==> config.mk <==
export PLATFORM = sky130hd
export DESIGN_NAME = cpc_chip_protection_control
export DESIGN_NICKNAME = d
export VERILOG_FILES = /design/src/rtl/cpc_pkg.sv /design/src/rtl/cpc_chip_protection_control.sv
export SDC_FILE = /design/constraint.sdc
export NUM_CORES = 1
export LEC_CHECK = 0
export ABC_AREA = 1
export BUFFER_PORTS_ARGS = -buffer_cell sky130_fd_sc_hd__buf_2
export CAP_MARGIN = 10
export CORE_UTILIZATION = 40
export DETAILED_ROUTE_END_ITERATION = 12
export PLACE_DENSITY = 0.73
export SLEW_MARGIN = 0
export SYNTH_ARGS = -nofsm -noshare
export SYNTH_HDL_FRONTEND = slang
export SYNTH_SLANG_ARGS = --single-unit
==> constraint.sdc <==
create_clock -name aclk -period 1.8 [get_ports aclk]
set_clock_uncertainty 0.1 [all_clocks]
set_input_delay 0.36 -clock aclk [delete_from_list [all_inputs] [get_ports aclk]]
set_output_delay 0.36 -clock aclk [all_outputs]
set_load 0.005 [all_outputs]
==> src/rtl/cpc_pkg.sv <==
// package for the chip protection control block
package cpc_pkg;
  // register byte addresses on the bus; chip guard keeps its word index
  localparam logic [9:0] CHIP_GUARD_IDX = 10'h0da;
  localparam logic [11:0] CHIP_GUARD_OFS = {CHIP_GUARD_IDX, 2'b00};
  localparam logic [11:0] BOOT_GUARD_OFS = 12'h0_0e0;
  localparam logic [11:0] BOOT_CTRL_OFS = 12'h0_0e4;
  localparam logic [11:0] STATUS_OFS = 12'h0_0e8;
  // chip guard fields
  localparam int CG_NVM_BLOCK = 7;
  localparam int CG_DEBUG_KILL = 6;
  localparam int CG_RESV = 5;
  localparam int CG_EEPROM_BLOCK = 4;
  localparam int CG_NVM_WR_PROT = 3;
  localparam logic [7:0] CG_RESET = 8'h20;
  localparam logic [7:0] CG_WMASK = 8'hdf;
  // boot guard fields
  localparam int BG_NVM_LOCK = 7;
  localparam int BG_EEPROM_LOCK = 6;
  localparam int BG_RAM_WIPE = 5;
  localparam int BG_OSC_EARLY = 4;
  localparam int BG_AUTO_RUN = 1;
  localparam logic [7:0] BG_RESET = 8'h00;
  localparam logic [7:0] BG_WMASK = 8'hf2;
  // program levels
  localparam logic [2:0] LVL_FACTORY = 3'b001;
  localparam logic [2:0] LVL_USER = 3'b011;
  localparam logic [2:0] LVL_RUN = 3'b111;
  // boot control bits
  localparam int BC_START = 0;
  localparam int BC_RETEST = 1;
  localparam int BC_DONE = 2;
  // ram wipe geometry
  localparam logic [7:0] WIPE_IRAM_FIRST = 8'h08;
  localparam logic [7:0] WIPE_IRAM_LAST = 8'hff;
  localparam logic [11:0] WIPE_XRAM_LAST = 12'heff;
  localparam logic [1:0] RESP_OKAY = 2'b00;
  localparam logic [1:0] RESP_SLVERR = 2'b10;
  typedef enum logic [2:0]
  {
    BS_IDLE = 3'b000,
    BS_LOAD = 3'b001,
    BS_WIPE_X = 3'b010,
    BS_WIPE_I = 3'b011,
    BS_OPEN = 3'b100,
    BS_DONE = 3'b101
  } cpc_boot_e;
  typedef struct packed
  {
    logic req;
    logic wr;
    logic [11:0] addr;
  } cpc_mem_req_s;
  typedef struct packed
  {
    logic nvm_rd_ok;
    logic nvm_wr_ok;
    logic eeprom_ok;
    logic debug_ok;
  } cpc_gate_s;
endpackage

==> src/rtl/cpc_chip_protection_control.sv <==
// chip protection control with boot sequencer and axi4-lite registers
`timescale 1ns/100ps
module cpc_chip_protection_control
(
  input wire logic aclk,
  input wire logic aresetn,
  input wire logic [11:0] s_axi_awaddr,
  input wire logic s_axi_awvalid,
  output logic s_axi_awready,
  input wire logic [31:0] s_axi_wdata,
  input wire logic [3:0] s_axi_wstrb,
  input wire logic s_axi_wvalid,
  output logic s_axi_wready,
  output logic [1:0] s_axi_bresp,
  output logic s_axi_bvalid,
  input wire logic s_axi_bready,
  input wire logic [11:0] s_axi_araddr,
  input wire logic s_axi_arvalid,
  output logic s_axi_arready,
  output logic [31:0] s_axi_rdata,
  output logic [1:0] s_axi_rresp,
  output logic s_axi_rvalid,
  input wire logic s_axi_rready,
  input wire logic [7:0] nvm_guard_image,
  input wire logic [7:0] nvm_boot_image,
  input wire cpc_pkg::cpc_mem_req_s nvm_req,
  input wire cpc_pkg::cpc_mem_req_s eeprom_req,
  input wire logic [7:0] eeprom_rdata_raw,
  output cpc_pkg::cpc_gate_s gate,
  output logic [7:0] eeprom_rdata,
  output logic nvm_refused,
  output logic eeprom_refused,
  output logic early_osc_enable,
  output logic auto_run_user_load,
  output logic ram_wipe_we,
  output logic ram_wipe_iram,
  output logic [11:0] ram_wipe_addr,
  output logic boot_done
);
  // ----------------------------------------
  // protection state
  // ----------------------------------------
  logic [7:0] chip_guard_reg_ff, boot_guard_byte_ff;
  cpc_pkg::cpc_boot_e boot_state_ff;
  logic [11:0] wipe_addr_ff;
  logic [2:0] program_level;
  logic retest_ff, open_ff, run_level, debug_port_kill;
  logic nvm_retest_lock, eeprom_retest_lock, ram_retest_wipe;
  function automatic logic at_run(input logic [2:0] lvl);
    at_run = (lvl[2:1] == cpc_pkg::LVL_RUN[2:1]);
  endfunction
  assign program_level = chip_guard_reg_ff[2:0];
  assign run_level = at_run(program_level);
  assign debug_port_kill = chip_guard_reg_ff[cpc_pkg::CG_DEBUG_KILL];
  // retest flags are honoured only once the part is at run level
  assign nvm_retest_lock = run_level & boot_guard_byte_ff[cpc_pkg::BG_NVM_LOCK];
  assign eeprom_retest_lock = run_level & boot_guard_byte_ff[cpc_pkg::BG_EEPROM_LOCK];
  // wipe is decided in the load cycle, from the images being loaded
  assign ram_retest_wipe = at_run(program_level | nvm_guard_image[2:0])
    & nvm_boot_image[cpc_pkg::BG_RAM_WIPE];

  // ----------------------------------------
  // axi4-lite slave
  // ----------------------------------------
  logic aw_held_ff, w_held_ff, bvalid_ff, rvalid_ff;
  logic [11:0] awaddr_ff, rd_addr;
  logic [31:0] wdata_ff, rdata_ff;
  logic [3:0] wstrb_ff;
  logic [1:0] bresp_ff, rresp_ff;
  logic aw_fire, w_fire, wr_go, rd_fire, wr_guard, wr_ctrl, wr_hit, rd_hit;
  logic [7:0] wbyte, rd_byte;
  function automatic logic reg_hit(input logic [11:0] a);
    reg_hit = (a == cpc_pkg::CHIP_GUARD_OFS) || (a == cpc_pkg::BOOT_GUARD_OFS)
      || (a == cpc_pkg::BOOT_CTRL_OFS) || (a == cpc_pkg::STATUS_OFS);
  endfunction
  assign s_axi_awready = !aw_held_ff && !bvalid_ff;
  assign s_axi_wready = !w_held_ff && !bvalid_ff;
  assign aw_fire = s_axi_awvalid && s_axi_awready;
  assign w_fire = s_axi_wvalid && s_axi_wready;
  assign wr_go = aw_held_ff && w_held_ff;
  assign wbyte = wstrb_ff[0] ? wdata_ff[7:0] : 8'h00;
  assign wr_guard = wr_go && (awaddr_ff == cpc_pkg::CHIP_GUARD_OFS);
  assign wr_ctrl = wr_go && (awaddr_ff == cpc_pkg::BOOT_CTRL_OFS);
  assign wr_hit = reg_hit(awaddr_ff);
  assign s_axi_bvalid = bvalid_ff;
  assign s_axi_bresp = bresp_ff;
  assign s_axi_arready = !rvalid_ff;
  assign rd_fire = s_axi_arvalid && s_axi_arready;
  assign rd_addr = s_axi_araddr;
  assign rd_hit = reg_hit(rd_addr);
  assign rd_byte =
    (rd_addr == cpc_pkg::CHIP_GUARD_OFS) ? chip_guard_reg_ff :
    (rd_addr == cpc_pkg::BOOT_GUARD_OFS) ? boot_guard_byte_ff :
    (rd_addr == cpc_pkg::STATUS_OFS) ? {5'h00, boot_done, retest_ff, open_ff} :
    8'h00;
  assign s_axi_rvalid = rvalid_ff;
  assign s_axi_rdata = rdata_ff;
  assign s_axi_rresp = rresp_ff;

  always_ff @(posedge aclk)
  begin
    if (!aresetn)
    begin
      aw_held_ff <= 1'b0;
      w_held_ff <= 1'b0;
      awaddr_ff <= 12'h0_000;
      wdata_ff <= 32'h0000_0000;
      wstrb_ff <= 4'h0;
    end
    else
    begin
      aw_held_ff <= wr_go ? 1'b0 : (aw_held_ff | aw_fire);
      w_held_ff <= wr_go ? 1'b0 : (w_held_ff | w_fire);
      if (aw_fire)
        awaddr_ff <= s_axi_awaddr;
      if (w_fire)
      begin
        wdata_ff <= s_axi_wdata;
        wstrb_ff <= s_axi_wstrb;
      end
    end
  end

  always_ff @(posedge aclk)
  begin
    if (!aresetn)
    begin
      bvalid_ff <= 1'b0;
      bresp_ff <= cpc_pkg::RESP_OKAY;
      rvalid_ff <= 1'b0;
      rdata_ff <= 32'h0000_0000;
      rresp_ff <= cpc_pkg::RESP_OKAY;
    end
    else
    begin
      if (wr_go)
      begin
        bvalid_ff <= 1'b1;
        bresp_ff <= wr_hit ? cpc_pkg::RESP_OKAY : cpc_pkg::RESP_SLVERR;
      end
      else if (s_axi_bready)
        bvalid_ff <= 1'b0;
      if (rd_fire)
      begin
        rvalid_ff <= 1'b1;
        rdata_ff <= {24'h00_0000, rd_byte};
        rresp_ff <= rd_hit ? cpc_pkg::RESP_OKAY : cpc_pkg::RESP_SLVERR;
      end
      else if (s_axi_rready)
        rvalid_ff <= 1'b0;
    end
  end

  // ----------------------------------------
  // boot sequencer
  // ----------------------------------------
  cpc_pkg::cpc_boot_e nxt_boot_state;
  logic load_now, set_eeprom_block, set_nvm_block, wipe_x_end, wipe_i_end;
  assign load_now = (boot_state_ff == cpc_pkg::BS_LOAD);
  assign wipe_x_end = (wipe_addr_ff == cpc_pkg::WIPE_XRAM_LAST);
  assign wipe_i_end = (wipe_addr_ff[7:0] == cpc_pkg::WIPE_IRAM_LAST);
  assign set_eeprom_block = (boot_state_ff == cpc_pkg::BS_OPEN) && eeprom_retest_lock;
  assign set_nvm_block = (boot_state_ff == cpc_pkg::BS_DONE) && !boot_done
    && retest_ff && nvm_retest_lock;

  always_comb
  begin
    nxt_boot_state = boot_state_ff;
    unique case (boot_state_ff)
      cpc_pkg::BS_IDLE:
        if (wr_ctrl && wbyte[cpc_pkg::BC_START])
          nxt_boot_state = cpc_pkg::BS_LOAD;
      cpc_pkg::BS_LOAD:
        if (!retest_ff)
          nxt_boot_state = cpc_pkg::BS_DONE;
        else if (ram_retest_wipe)
          nxt_boot_state = cpc_pkg::BS_WIPE_X;
        else
          nxt_boot_state = cpc_pkg::BS_OPEN;
      cpc_pkg::BS_WIPE_X:
        if (wipe_x_end)
          nxt_boot_state = cpc_pkg::BS_WIPE_I;
      cpc_pkg::BS_WIPE_I:
        if (wipe_i_end)
          nxt_boot_state = cpc_pkg::BS_OPEN;
      cpc_pkg::BS_OPEN:
        nxt_boot_state = cpc_pkg::BS_DONE;
      cpc_pkg::BS_DONE:
        nxt_boot_state = cpc_pkg::BS_DONE;
      default:
        nxt_boot_state = cpc_pkg::BS_IDLE;
    endcase
  end

  always_ff @(posedge aclk)
  begin
    if (!aresetn)
    begin
      boot_state_ff <= cpc_pkg::BS_IDLE;
      retest_ff <= 1'b0;
      open_ff <= 1'b0;
      boot_done <= 1'b0;
      wipe_addr_ff <= 12'h0_000;
    end
    else
    begin
      boot_state_ff <= nxt_boot_state;
      if (boot_state_ff == cpc_pkg::BS_IDLE && wr_ctrl)
        retest_ff <= wbyte[cpc_pkg::BC_RETEST];
      if (boot_state_ff == cpc_pkg::BS_OPEN)
        open_ff <= 1'b1;
      if (boot_state_ff == cpc_pkg::BS_DONE)
        boot_done <= 1'b1;
      // xram from zero up to the factory region, iram above bank 0 bottom
      if (load_now)
        wipe_addr_ff <= 12'h0_000;
      else if (boot_state_ff == cpc_pkg::BS_WIPE_X)
        wipe_addr_ff <= wipe_x_end ? {4'h0, cpc_pkg::WIPE_IRAM_FIRST} : wipe_addr_ff + 12'h0_001;
      else if (boot_state_ff == cpc_pkg::BS_WIPE_I)
        wipe_addr_ff <= wipe_addr_ff + 12'h0_001;
    end
  end

  assign ram_wipe_we = (boot_state_ff == cpc_pkg::BS_WIPE_X) || (boot_state_ff == cpc_pkg::BS_WIPE_I);
  assign ram_wipe_iram = (boot_state_ff == cpc_pkg::BS_WIPE_I);
  assign ram_wipe_addr = wipe_addr_ff;
  assign early_osc_enable = boot_guard_byte_ff[cpc_pkg::BG_OSC_EARLY];
  assign auto_run_user_load = boot_done && (program_level == cpc_pkg::LVL_USER)
    && boot_guard_byte_ff[cpc_pkg::BG_AUTO_RUN];

  // ----------------------------------------
  // guard registers
  // ----------------------------------------
  logic [7:0] nxt_chip_guard, sw_set, boot_set;
  assign sw_set = wr_guard ? (wbyte & cpc_pkg::CG_WMASK) : 8'h00;
  assign boot_set = (set_eeprom_block ? (8'h01 << cpc_pkg::CG_EEPROM_BLOCK) : 8'h00)
    | (set_nvm_block ? (8'h01 << cpc_pkg::CG_NVM_BLOCK) : 8'h00);
  // only ors: no write path can clear a set bit
  assign nxt_chip_guard = chip_guard_reg_ff | sw_set | boot_set
    | (load_now ? ((nvm_guard_image & cpc_pkg::CG_WMASK) | cpc_pkg::CG_RESET) : 8'h00);
  // reset stands for power-on or wake from shutdown, the only clear
  always_ff @(posedge aclk)
  begin
    if (!aresetn)
    begin
      chip_guard_reg_ff <= cpc_pkg::CG_RESET;
      boot_guard_byte_ff <= cpc_pkg::BG_RESET;
    end
    else
    begin
      chip_guard_reg_ff <= nxt_chip_guard;
      if (load_now)
        boot_guard_byte_ff <= nvm_boot_image & cpc_pkg::BG_WMASK;
    end
  end

  // ----------------------------------------
  // access gating
  // ----------------------------------------
  logic nvm_blk, nvm_wr_blk, eep_blk;
  assign nvm_blk = chip_guard_reg_ff[cpc_pkg::CG_NVM_BLOCK];
  assign nvm_wr_blk = nvm_blk || (run_level && chip_guard_reg_ff[cpc_pkg::CG_NVM_WR_PROT]);
  assign eep_blk = chip_guard_reg_ff[cpc_pkg::CG_EEPROM_BLOCK];
  // fields in declaration order: nvm read, nvm write, eeprom, debug
  assign gate = {!nvm_blk, !nvm_wr_blk, !eep_blk,
    !debug_port_kill && (!retest_ff || open_ff)};
  assign nvm_refused = nvm_req.req && (nvm_req.wr ? nvm_wr_blk : nvm_blk);
  assign eeprom_refused = eeprom_req.req && eep_blk;

  always_ff @(posedge aclk)
  begin
    if (!aresetn)
      eeprom_rdata <= 8'h00;
    else
      eeprom_rdata <= eep_blk ? 8'h00 : eeprom_rdata_raw;
  end
endmodule // cpc_chip_protection_control

## After elaboration in Yosys (flattened, before gate mapping)

Cells that the tools add are included.

| cells by class | value |
|---|---|
| reductions and logical operators | 48 |
| equality and inequality tests | 21 |
| bitwise operators | 11 |
| multiplexer cells | 24 |
| add/subtract/negate cells | 1 |

Operators by type and width:

| cell | number |
|---|---|
| $eq A12 B8 Y1 const B | 6 |
| $mux W8 | 6 |
| $mux W12 | 3 |
| $eq A12 B10 Y1 const B | 2 |
| $or A8 B8 Y8 | 3 |
| $logic_and A1 B1 Y1 | 20 |
| $mux W3 | 6 |
| $pmux W3 S5 | 1 |
| $add A12 B1 Y12 const B | 1 |
| $eq A12 B12 Y1 const B | 1 |
| $logic_not A1 Y1 | 10 |
| $eq A3 B2 Y1 const B | 3 |
| $logic_or A1 B1 Y1 | 9 |
| $eq A8 B8 Y1 const B | 1 |
| $or A5 B8 Y8 | 1 |
| $reduce_or A2 Y1 | 4 |
| $eq A3 B3 Y1 const B | 2 |
| $reduce_bool A2 Y1 | 3 |
| $mux W1 | 5 |
| $mux W5 | 1 |
| $eq A2 B2 Y1 const B | 2 |
| $mux W2 | 2 |
| $ne A2 B2 Y1 const B | 2 |
| $and A1 B1 Y1 | 3 |
| 7 further kinds | 8 |

| storage, ports and cells | value |
|---|---|
| bits of input ports | 119 |
| register bits after elaboration | 76 |
| logic and storage cells | 123 |

## Depth between registers and ports, before layout

Gate-level depths: netlist of the first run.

| depth | value |
|---|---|
| depth after elaboration | 8 |
| gate-level depth with buffers | 10 |

## Worst setup path after synthesis of the first run

Ideal clock, no wire load.

| timing path | value |
|---|---|
| path kind | flip-flop to flip-flop |
| start point | register wipe_addr_ff[0], in the netlist ram_wipe_addr[0] |
| end point | register wipe_addr_ff[5], in the netlist ram_wipe_addr[5] |
| data required time | 1579 ps |
| path buffers | 0 |
| slack | 313 ps |
| stages on the path, launching flop included | 11 |
| arrival time | 1266 ps |
| cell sequence | dfxtp_1 > ha_1 > nand2_1 > inv_1 > nand2_1 > nor2_4 > nand2_2 > nand2_4 > inv_1 > o21ai_1 > a21oi_1 |

| between the ends | value |
|---|---|
| longest elaborated chain between the ends | 3 |
| elaborated cells on any way between the ends | 5 |

Ends and longest elaborated chain:

| item | line | text |
|---|---|---|
| start: declaration | cpc_chip_protection_control.sv:45 | `logic [11:0] wipe_addr_ff;` |
| start signal: assignment | cpc_chip_protection_control.sv:218 | `wipe_addr_ff <= wipe_x_end ? {4'h0, cpc_pkg::WIPE_IRAM_FIRST} : wipe_addr_ff + 12'h0_001;` |
| start signal: assignment | cpc_chip_protection_control.sv:220 | `wipe_addr_ff <= wipe_addr_ff + 12'h0_001;` |
| $add A12 B1 Y12 / $eq A12 B12 Y1 (equally long branches) | cpc_chip_protection_control.sv:218, cpc_chip_protection_control.sv:220, cpc_chip_protection_control.sv:160 |  |
| $mux W12, on equally long branches | cpc_chip_protection_control.sv:219, cpc_chip_protection_control.sv:218 |  |
| $mux W12 (*) | cpc_chip_protection_control.sv:217 | `else if (boot_state_ff == cpc_pkg::BS_WIPE_X)` |

Mark *: on every way between the ends. The rest lies on a longest branch, timed or not. The select of a mux whose other input is x is not followed.
A chain may end at the register's enable or synchronous reset.

## Worst setup path after layout of the first run

| timing path | value |
|---|---|
| start point | register boot_state_ff[1] |
| end point | output ram_wipe_we |

| between the ends | value |
|---|---|
| longest elaborated chain between the ends | 2 |
| elaborated cells on any way between the ends | 3 |

Ends and longest elaborated chain:

| item | line | text |
|---|---|---|
| start: declaration | cpc_chip_protection_control.sv:44 | `cpc_pkg::cpc_boot_e boot_state_ff;` |
| start signal: assignment | cpc_chip_protection_control.sv:199 | `boot_state_ff <= cpc_pkg::BS_IDLE;` |
| start signal: assignment | cpc_chip_protection_control.sv:207 | `boot_state_ff <= nxt_boot_state;` |
| $eq A3 B2 Y1 | cpc_chip_protection_control.sv:224 | `assign ram_wipe_we = (boot_state_ff == cpc_pkg::BS_WIPE_X) \|\| (boot_state_ff == cpc_pkg::BS_WIPE_I);` |
| $logic_or A1 B1 Y1 (*) | cpc_chip_protection_control.sv:224 |  |
| end: declaration | cpc_chip_protection_control.sv:35 | `output logic ram_wipe_we,` |

Mark *: on every way between the ends. The rest lies on a longest branch, timed or not.

==> results of run 1 <==
[power by group]
group	internal [mW]	switching (mW)
clock network	0.667	0.584
registers	1.69	0.0411
logic	0.146	0.205
[kinds of logic after synthesis]
kind of cell,synth area share (%)
AND/OR/NAND/NOR,29.4
buffers and inverters,14.7
AO/OA/AOI/OAI,13.8
flip-flops,41.4
XOR/XNOR,0.248
adder cells (fa/ha/maj),0.354
other,0.106
[flip-flops by register name (all words and copies together), names as in the netlist, 3 cells and up]
signal,cells
awaddr_ff,12
ram_wipe_addr,12
chip_guard_reg_ff,8
eeprom_rdata,8
s_axi_rdata,8
wdata_ff,7
boot_guard_byte_ff,5
boot_state_ff,3
[area by class of cell]
class                      instances  area (um2)  area share, %
timing repair buffer             119         626           14.4
multi-input combinational        354        1650           38.0
inverter                          71         269           6.20
clock buffer                      10         138           3.17
clock inverter                     5        56.3           1.30
sequential                        73        1470           33.9
tap                              105         131           3.03
[worst reg2reg max path: cells and delay by family, from the launching register on]
family                   cells  cell delay (ns)
AND/OR/NAND/NOR              5             0.58
flip-flops                   1             0.39
adder cells (fa/ha/maj)      1             0.19
buffers and inverters        2             0.16
AO/OA/AOI/OAI                2             0.13
[layout by cell type (no fill, tap or decap), types with 3 or more instances in the layout]
cell,n
buf_2,107
nor2_1,94
nand2_1,72
dfxtp_1,70
inv_1,63
a21oi_1,47
o21ai_0,35
nand3_1,30
conb_1,26
nor3_1,13
buf_4,12
clkbuf_8,10
nand4_1,5
nand2_2,4
nor2_4,4
clkinv_1,4
nand3_2,3
o211ai_1,3
inv_2,3
o21a_1,3
[what timing repair did]
| item | in CTS | in global routing |
|---|---|---|
| setup buffers | 0 | 5 |
| gates cloned | 0 | 0 |
| endpoints found under the setup margin | 1 | 6 |
| hold endpoints to repair | 0 | 0 |
| pin swaps | 0 | 1 |
| gates resized for setup | 2 | 5 |
[how the worst max path moves through the flow]
| stage | startpoint | endpoint | cells after the start |
|---|---|---|---|
| after CTS | chip_guard_reg_ff[2]$_SDFF_PN0_ | nvm_refused | 5 |
| after detailed placement | ram_wipe_addr[0]$_SDFFE_PP0P_ | ram_wipe_addr[5]$_SDFFE_PP0P_ | 10 |
| final | boot_state_ff[1]$_SDFFE_PN0P_ | ram_wipe_we | 3 |
| after global placement | ram_wipe_addr[0]$_SDFFE_PP0P_ | ram_wipe_addr[5]$_SDFFE_PP0P_ | 10 |
| after global routing | chip_guard_reg_ff[1]$_SDFF_PN0_ | nvm_refused | 5 |
| after floorplan | ram_wipe_addr[0]$_SDFFE_PP0P_ | ram_wipe_addr[5]$_SDFFE_PP0P_ | 10 |
[routing by layer]
| layer | routed length (um) | vias up |
|---|---|---|
| met5 | 0 | - |
| met4 | 121 | 0 |
| met3 | 483 | 14 |
| met2 | 3780 | 123 |
| met1 | 3570 | 1520 |
| li1 | - | 1814 |
[per-stage QoR]
step                hold slack [ns]  area [um2]  total power [mW]  setup slack (ns)
floorplan                     0.317        3620              2.01             0.313
global placement              0.337        4090              2.11             0.174
detailed placement            0.338        4090              2.12             0.116
CTS                           0.106        4290              3.37            0.0246
global route                  0.105        4340              3.50            0.0187
finish                        0.120        4340              3.33             0.137
==> impl_metrics.csv, run 1 <==
group,metric,value,unit
status,status,"complete, no violations",
critical_path,crit_buf_inv,1,
global_routing,grt_max_degree,23,
sta,finalSetupTns,0,ns
global_routing,met1_usage,20.8,%
critical_path,cp_max_fo,7,
final_layout,antenna_cells,0,
synth,synth_common_cells,"nor2_1, dfxtp_1, nand2_1",
synth,yosysSeqAreaShare,41.4,%
critical_path,timing.critical_path.max_delay_family,"flip-flops",
die,core,8380,um2
critical_path,cp_cell_sequence,"nand3_2 > nand2_4 > buf_2",
synth,synth.largest_area_cell,"dfxtp_1",
placement,portBuffers,107,
power,power_leakage,2.07,nW
sta,hold_viol_final,0,
clock_network,root_buffer,"clkbuf_8",
clock_network,insertion_delay,0.35,ns
die,start_util,42.1,%
clock_network,numCtsBuffers,9,
placement,hpwlAfterDp,6220,um
synth,yosys_warnings,0,
sta,period_share,92.4,%
synth,async_flop_share,0,%
critical_path,start_kind,"flop",
synth,synth_cells,509,
final_layout,fillCellCount,843,
synth,syn-cell-area,3530,um2
final_layout,drive_above_1_share,25.5,%
critical_path,reg2reg_to,"ram_wipe_addr[5]$_SDFFE_PP0P_",
global_routing,gr-max-usage-layer,"met2",
critical_path,reg2reg_depth,10,
placement,place.gp.congestion,0.813,
synth,synth-edff-count,0,
clock_network,ctsHoldBuffers,0,
global_routing,grt_util_met2,31.1,%
synth,yosysTopAreaCellShare,41.4,%
sta,final-setup-viol-count,0,
critical_path,crit_type,"reg2out",
die,ios,191,
final_layout,areaGrowthSynthToFinish,22.8,%
die,die-area,9200,um2
critical_path,critPathCaptureType,"output port",
synth,ys_types,33,
die,fp-row-count,33,
drt,routed_wirelength,7950,um
hold_path,hold_path_class,"in2reg",
clock_network,htree_levels,3,
sta,rsz0062_at_grt,"no",
drt,route.vias.total,3471,
drt,antenna_left,0,
synth,ys_ff_latch,73,
global_routing,track_usage,17.9,%
global_routing,antenna_found_initial,0,
hold_path,hold_end,"eeprom_rdata[6]$_SDFF_PP0_",
die,fp.dieH,95.9,um
final_layout,final_cells,737,
clock_network,cts_sinks,73,
global_routing,global_route.usage.met3,4.50,%
job,maxCapViolations,0,
sta,slew_violations,0,
final_layout,fin_util,51.7,%
clock_network,clkTransAtPathRegs,0.08,ns
hold_path,min-delay-start,"eeprom_rdata_raw[6]",
die,die_x,95.9,um
drt,drtPass1Iterations,4,
drt,drt_iter0_markers,138,
power,vdd_drop_max,651,uV
critical_path,r2r_start,"ram_wipe_addr[0]$_SDFFE_PP0P_",
global_routing,grt_pass1_vias,2970,
final_layout,fin_nets,748,
drt,drcViolationCount,0,
synth,yosysMostFrequentCell,"nor2_1",
synth,ys_top_cells_by_area,"dfxtp_1, nor2_1, nand2_1, inv_1, a21oi_1",
global_routing,grt_pass1_wl,12700,um
sta,max_freq,0.601,GHz
critical_path,cp_slowest_cell,"dfxtp_1",
global_routing,grt_overflow,0,
power,p_per_area,768,nW/um2
drt,wl_per_cell,10.8,um
hold_path,worstHoldPathCells,3,
clock_network,clock_path_buffers,2,
critical_path,cp_slowest_stage_delay,0.44,ns
synth,avgSynthCellArea,6.93,um2
sta,period_needed,1.66,ns
critical_path,arrival,1.20,ns
critical_path,required,1.34,ns
clock_network,cts_tree,"yes",
drt,via_per_inst,4.71,
critical_path,reg2reg_slack,0.16,ns
synth,ys.flop_type,"dfxtp_1",
placement,dp_cells,717,
Power figures use the tool's default switching activity.
==> run 2: changes to the inputs <==
Settings changed: CORE_UTILIZATION 40 to 43, PLACE_DENSITY 0.73 to 0.77.
==> run 2 against run 1 <==
First-iteration DRC count grew 59%. Sequential power is essentially flat. Power grew 1.9%. Worst hold slack gained 0.012 ns. Critical endpoint is now nvm_refused. Clock-buffer cell count grew 4. Via count shrank 0.61%. Global-route usage grew 1.4 points. Cell count shrank 0.14%. Largest power group unchanged. Setup slack gained 0.0023 ns. Sequential share of layout area shrank 0.16 points.
==> impl_metrics.csv, run 2 (synthesized netlist as in run 1, its figures left out) <==
group,metric,value,unit
status,status,"complete, no violations",
global_routing,grt_pass1_wl,13200,um
power,seq_power_share,51.0,%
final_layout,layout_commonest_cell,"buf_2",
drt,routed_wirelength,7860,um
critical_path,cp_slowest_stage_delay,0.38,ns
critical_path,arrival,1.20,ns
critical_path,cp_max_fo,5,
critical_path,crit_type,"reg2out",
global_routing,grt_max_degree,22,
drt,drt_iter0_markers,219,
clock_network,ctsHoldBuffers,0,
drt,via_per_inst,4.69,
critical_path,cp_slowest_cell,"dfxtp_2",
placement,portBuffers,107,
final_layout,mostFrequentLayoutCells,"buf_2, nor2_1, nand2_1",
final_layout,areaGrowthSynthToFinish,23.3,%
hold_path,min-delay-start,"eeprom_rdata_raw[2]",
sta,period_share,92.3,%
power,intPower,2.59,mW
clock_network,clkTransAtPathRegs,0.07,ns
final_layout,antenna_cells,0,
critical_path,r2r_start,"ram_wipe_addr[0]$_SDFFE_PP0P_",
final_layout,drive_above_1_share,25.6,%
die,start_util,45.0,%
global_routing,track_usage,19.2,%
sta,max_freq,0.602,GHz
hold_path,hold_end,"eeprom_rdata[2]$_SDFF_PP0_",
power,p_per_area,780,nW/um2
global_routing,antenna_found_initial,0,
die,die_x,92.6,um
drt,antenna_left,0,
clock_network,root_buffer,"clkbuf_8",
hold_path,hold_path_class,"in2reg",
power,power_leakage,2.09,nW
critical_path,reg2reg_depth,10,
critical_path,critPathCaptureType,"output port",
clock_network,insertion_delay,0.33,ns
critical_path,cp_cell_sequence,"nand2_2 > o21ai_2 > o211ai_1 > inv_1 > buf_2",
clock_network,numCtsBuffers,9,
hold_path,worstHoldPathCells,3,
die,fp.dieH,92.6,um
die,fp-row-count,32,
final_layout,fin_nets,749,
power,pwr-share-comb,10.4,%
placement,dp_cells,714,
sta,hold_viol_final,0,
drt,route.vias.total,3450,
die,die-area,8570,um2
drt,drcViolationCount,0,
final_layout,fillCellCount,775,
power,pwr-share-clk,38.6,%
critical_path,start_kind,"flop",
clock_network,htree_levels,3,
drt,drtPass1Iterations,5,
clock_network,cts_tree,"yes",
critical_path,reg2reg_to,"ram_wipe_addr[5]$_SDFFE_PP0P_",
clock_network,clock_path_buffers,2,
critical_path,timing.critical_path.max_delay_family,"flip-flops",
sta,final-setup-viol-count,0,
job,maxCapViolations,0,
critical_path,crit_buf_inv,2,
global_routing,grt_overflow,0,
placement,place.gp.congestion,0.860,
critical_path,reg2reg_slack,0.21,ns
power,switching_share,23.7,%
die,ios,191,
final_layout,final_cells,736,
sta,slew_violations,0,
sta,period_needed,1.66,ns
sta,finalSetupTns,0,ns
drt,wl_per_cell,10.7,um
die,core,7850,um2
placement,hpwlAfterDp,6170,um
sta,rsz0062_at_grt,"no",
power,p_sw,804,uW
clock_network,cts_sinks,73,
power,vdd_drop_max,540,uV
global_routing,grt_pass1_vias,2995,
critical_path,required,1.34,ns
## run 2: cell count changes in the layout (fill, tap and decap cells not counted)
cell,delta
clkbuf_1,+2
clkbuf_8,+2
dfxtp_2,+2
buf_4,+1
clkinv_2,-1
clkinv_4,-1
clkinvlp_4,-1
dfxtp_1,-1
dfxtp_4,-1
## run 2: per-stage QoR
step / hold slack, ns / cell area [um2] / util (%) / power (mW) / setup WS (ns)
after floorplan: 0.317 / 3620 / - / 2.01 / 0.313
after global placement: 0.334 / 4090 / 52.1 / 2.11 / 0.177
after detailed placement: 0.337 / 4090 / 52.1 / 2.12 / 0.129
after CTS: 0.115 / 4300 / 54.8 / 3.43 / 0.0405
after global routing: 0.135 / 4350 / 55.5 / 3.58 / 0.00662
final: 0.132 / 4350 / 55.5 / 3.39 / 0.139
## run 2: what timing repair did
| action | in CTS | in global routing |
|---|---|---|
| setup buffers | 0 | 6 |
| setup endpoints to repair | 1 | 6 |
| pin swaps | 0 | 1 |
| resized for setup | 2 | 5 |
| hold endpoints to repair | 0 | 0 |
| gates cloned | 0 | 0 |
## run 2: worst reg2reg max path, delay by kind of cell, from the launching register on
| family | cells | cell delay [ns] |
|---|---|---|
| buf+inv | 2 | 0.15 |
| simple gates | 5 | 0.56 |
| fa+ha+maj | 1 | 0.18 |
| flops | 1 | 0.38 |
| compound gates | 2 | 0.12 |
## run 2: cell type report
type	instances	area, um2	share of cell area (%)
Tap cell	102	128	2.93
Clock inverter	2	35.0	0.805
Clock buffer	14	173	3.97
Inverter	71	269	6.18
Sequential cell	73	1470	33.7
Multi-Input combinational cell	354	1650	37.9
Timing Repair Buffer	120	633	14.5
## run 2: worst max-delay path by stage
stage | startpoint | end | slack (ns) | cells past startpoint
finish | chip_guard_reg_ff[1]$_SDFF_PN0_ | nvm_refused | 0.14 | 5
global route | chip_guard_reg_ff[1]$_SDFF_PN0_ | nvm_refused | 0.007 | 5
CTS | chip_guard_reg_ff[2]$_SDFF_PN0_ | nvm_refused | 0.04 | 5
detailed placement | ram_wipe_addr[0]$_SDFFE_PP0P_ | ram_wipe_addr[5]$_SDFFE_PP0P_ | 0.13 | 10
global placement | ram_wipe_addr[0]$_SDFFE_PP0P_ | ram_wipe_addr[5]$_SDFFE_PP0P_ | 0.18 | 10
floorplan | ram_wipe_addr[0]$_SDFFE_PP0P_ | ram_wipe_addr[5]$_SDFFE_PP0P_ | 0.31 | 10
## run 2: metal layers
layer | share of wire (%) | vias up | global-route usage (%)
li1 | - | 1804 | -
met1 | 46 | 1510 | 24.9
met2 | 47 | 126 | 31.9
met3 | 6.4 | 10 | 3.45
met4 | 1.1 | 0 | 6.64
met5 | 0 | - | 0
## run 2: power groups by stage
stage | combinational (mW) | clock (mW) | sequential [mW]
after floorplan | 0.247 | 0 | 1.76
after global placement | 0.343 | 0 | 1.76
after detailed placement | 0.352 | 0 | 1.77
after CTS | 0.353 | 1.35 | 1.73
after global routing | 0.409 | 1.43 | 1.74
final | 0.352 | 1.31 | 1.73
==> run 3: changes to the inputs <==
Settings changed: CORE_ASPECT_RATIO set to 0.6.
==> run 3 against run 2 <==
Clock power up 57%. Clock-buffer cell count down 2. Critical path depth unchanged. Sequential share of layout area down 1.1 points. Global-route usage up 1.6 points. First-iteration DRC count up 13%. Cell count up 0.82%. Critical path type unchanged.
==> impl_metrics.csv, run 3 (synthesized netlist as in run 1, its figures left out) <==
group,metric,value,unit
critical_path,start_kind,"flop",
placement,dp_cells,722,
critical_path,reg2reg_depth,10,
hold_path,hold_path_class,"in2reg",
critical_path,crit_type,"reg2out",
clock_network,cts_sinks,73,
global_routing,grt_overflow,0,
global_routing,track_usage,20.8,%
critical_path,cp_max_fo,3,
critical_path,cp_cell_sequence,"inv_1 > o21ai_2 > o211ai_1 > inv_1 > buf_2",
die,fp.dieH,72.2,um
critical_path,arrival,1.25,ns
clock_network,cts_tree,"yes",
power,vdd_drop_max,469,uV
die,start_util,44.6,%
clock_network,clkTransAtPathRegs,0.06,ns
placement,hpwlAfterDp,6840,um
drt,via_per_inst,4.74,
die,ios,191,
clock_network,clock_path_buffers,2,
final_layout,fin_util,56.8,%
drt,drcViolationCount,0,
critical_path,required,1.34,ns
final_layout,areaGrowthSynthToFinish,27.4,%
global_routing,antenna_found_initial,0,
hold_path,worstHoldPathCells,3,
sta,final-setup-viol-count,0,
die,die-area,8590,um2
global_routing,grt_pass1_wl,13900,um
clock_network,htree_levels,3,
clock_network,root_buffer,"clkbuf_16",
final_layout,drive_above_1_share,25.2,%
die,fp-row-count,25,
power,p_per_area,923,nW/um2
final_layout,fin_nets,749,
sta,hold_viol_final,0,
critical_path,critPathCaptureType,"output port",
die,core,7910,um2
sta,slew_violations,0,
power,power_leakage,2.15,nW
critical_path,cpMostUsedCell,"inv_1",
global_routing,grt_max_degree,25,
sta,period_needed,1.71,ns
sta,period_share,95.2,%
drt,drt_iter0_markers,247,
global_routing,grt_pass1_vias,2977,
drt,routed_wirelength,8890,um
critical_path,cp_slowest_cell,"dfxtp_1",
final_layout,layout_commonest_cell,"buf_2",
final_layout,final_cells,742,
clock_network,insertion_delay,0.34,ns
critical_path,cp_slowest_stage_delay,0.40,ns
job,maxCapViolations,0,
drt,route.vias.total,3518,
status,status,"complete, no violations",
drt,drtPass1Iterations,4,
clock_network,numCtsBuffers,9,
drt,antenna_left,0,
placement,place.gp.congestion,0.855,
drt,wl_per_cell,12.0,um
die,die_x,119,um
final_layout,antenna_cells,0,
sta,max_freq,0.583,GHz
placement,portBuffers,107,
final_layout,mostFrequentLayoutCells,"buf_2, nor2_1, nand2_1",
run 3: path summary, 6_finish.rpt:
path                                   startpoint                         endpoint  slack, ns
hold reg to reg   chip_guard_reg_ff[5]$_SDFF_PN1_  chip_guard_reg_ff[5]$_SDFF_PN1_       0.35
setup reg to reg    ram_wipe_addr[0]$_SDFFE_PP0P_    ram_wipe_addr[5]$_SDFFE_PP0P_       0.13
setup / recovery  chip_guard_reg_ff[3]$_SDFF_PN0_                      nvm_refused       0.09
hold / removal                eeprom_rdata_raw[6]       eeprom_rdata[6]$_SDFF_PP0_       0.14
run 3: what timing repair did:
| action | 4_1_cts | 5_1_grt |
|---|---|---|
| endpoints found under the setup margin | 1 | 7 |
| pin swaps | 0 | 1 |
| setup buffers | 0 | 4 |
| hold buffers | 0 | 0 |
| resized for setup | 1 | 4 |
run 3: worst max-delay path, delay by kind of cell (launching register included):
family,cells,cell delay (ns)
flip-flops,1,0.40
AO/OA/AOI/OAI,2,0.28
buffers and inverters,3,0.24
run 3: cell type report:
| type | instances | area [um2] |
|---|---|---|
| clock buffer | 12 | 246 |
| clock inverter | 4 | 98.8 |
| fill | 754 | 3420 |
| inverter | 71 | 269 |
| multi-input combinational | 354 | 1650 |
| sequential | 73 | 1460 |
| tap | 108 | 135 |
| timing repair buffer | 120 | 633 |
run 3: metal layers:
layer	GRT usage [%]	vias up	part of all wire [%]
met1	27.5	1574	47
li1	-	1810	-
met4	6.19	0	1.4
met2	32.6	119	43
met5	0	-	0
met3	6.76	15	8.1
run 3: power by group:
| group | total [mW] | switching (mW) | leakage (nW) | internal, mW |
|---|---|---|---|---|
| registers | 1.73 | 0.0432 | 0.598 | 1.69 |
| clock network | 2.06 | 0.659 | 0.167 | 1.40 |
| logic | 0.359 | 0.211 | 1.38 | 0.148 |
run 3: through the flow:
stage	TNS, ns	setup WS, ns	cell area [um2]	hold WS (ns)	total power, mW
4_1_cts	0	0.0542	4460	0.128	4.18
3_5_place_dp	0	0.123	4110	0.340	2.12
5_1_grt	-0.0277	-0.0157	4500	0.130	4.31
2_1_floorplan	0	0.313	3620	0.317	2.01
6_report	0	0.0859	4500	0.136	4.15
3_3_place_gp	0	0.182	4110	0.338	2.11
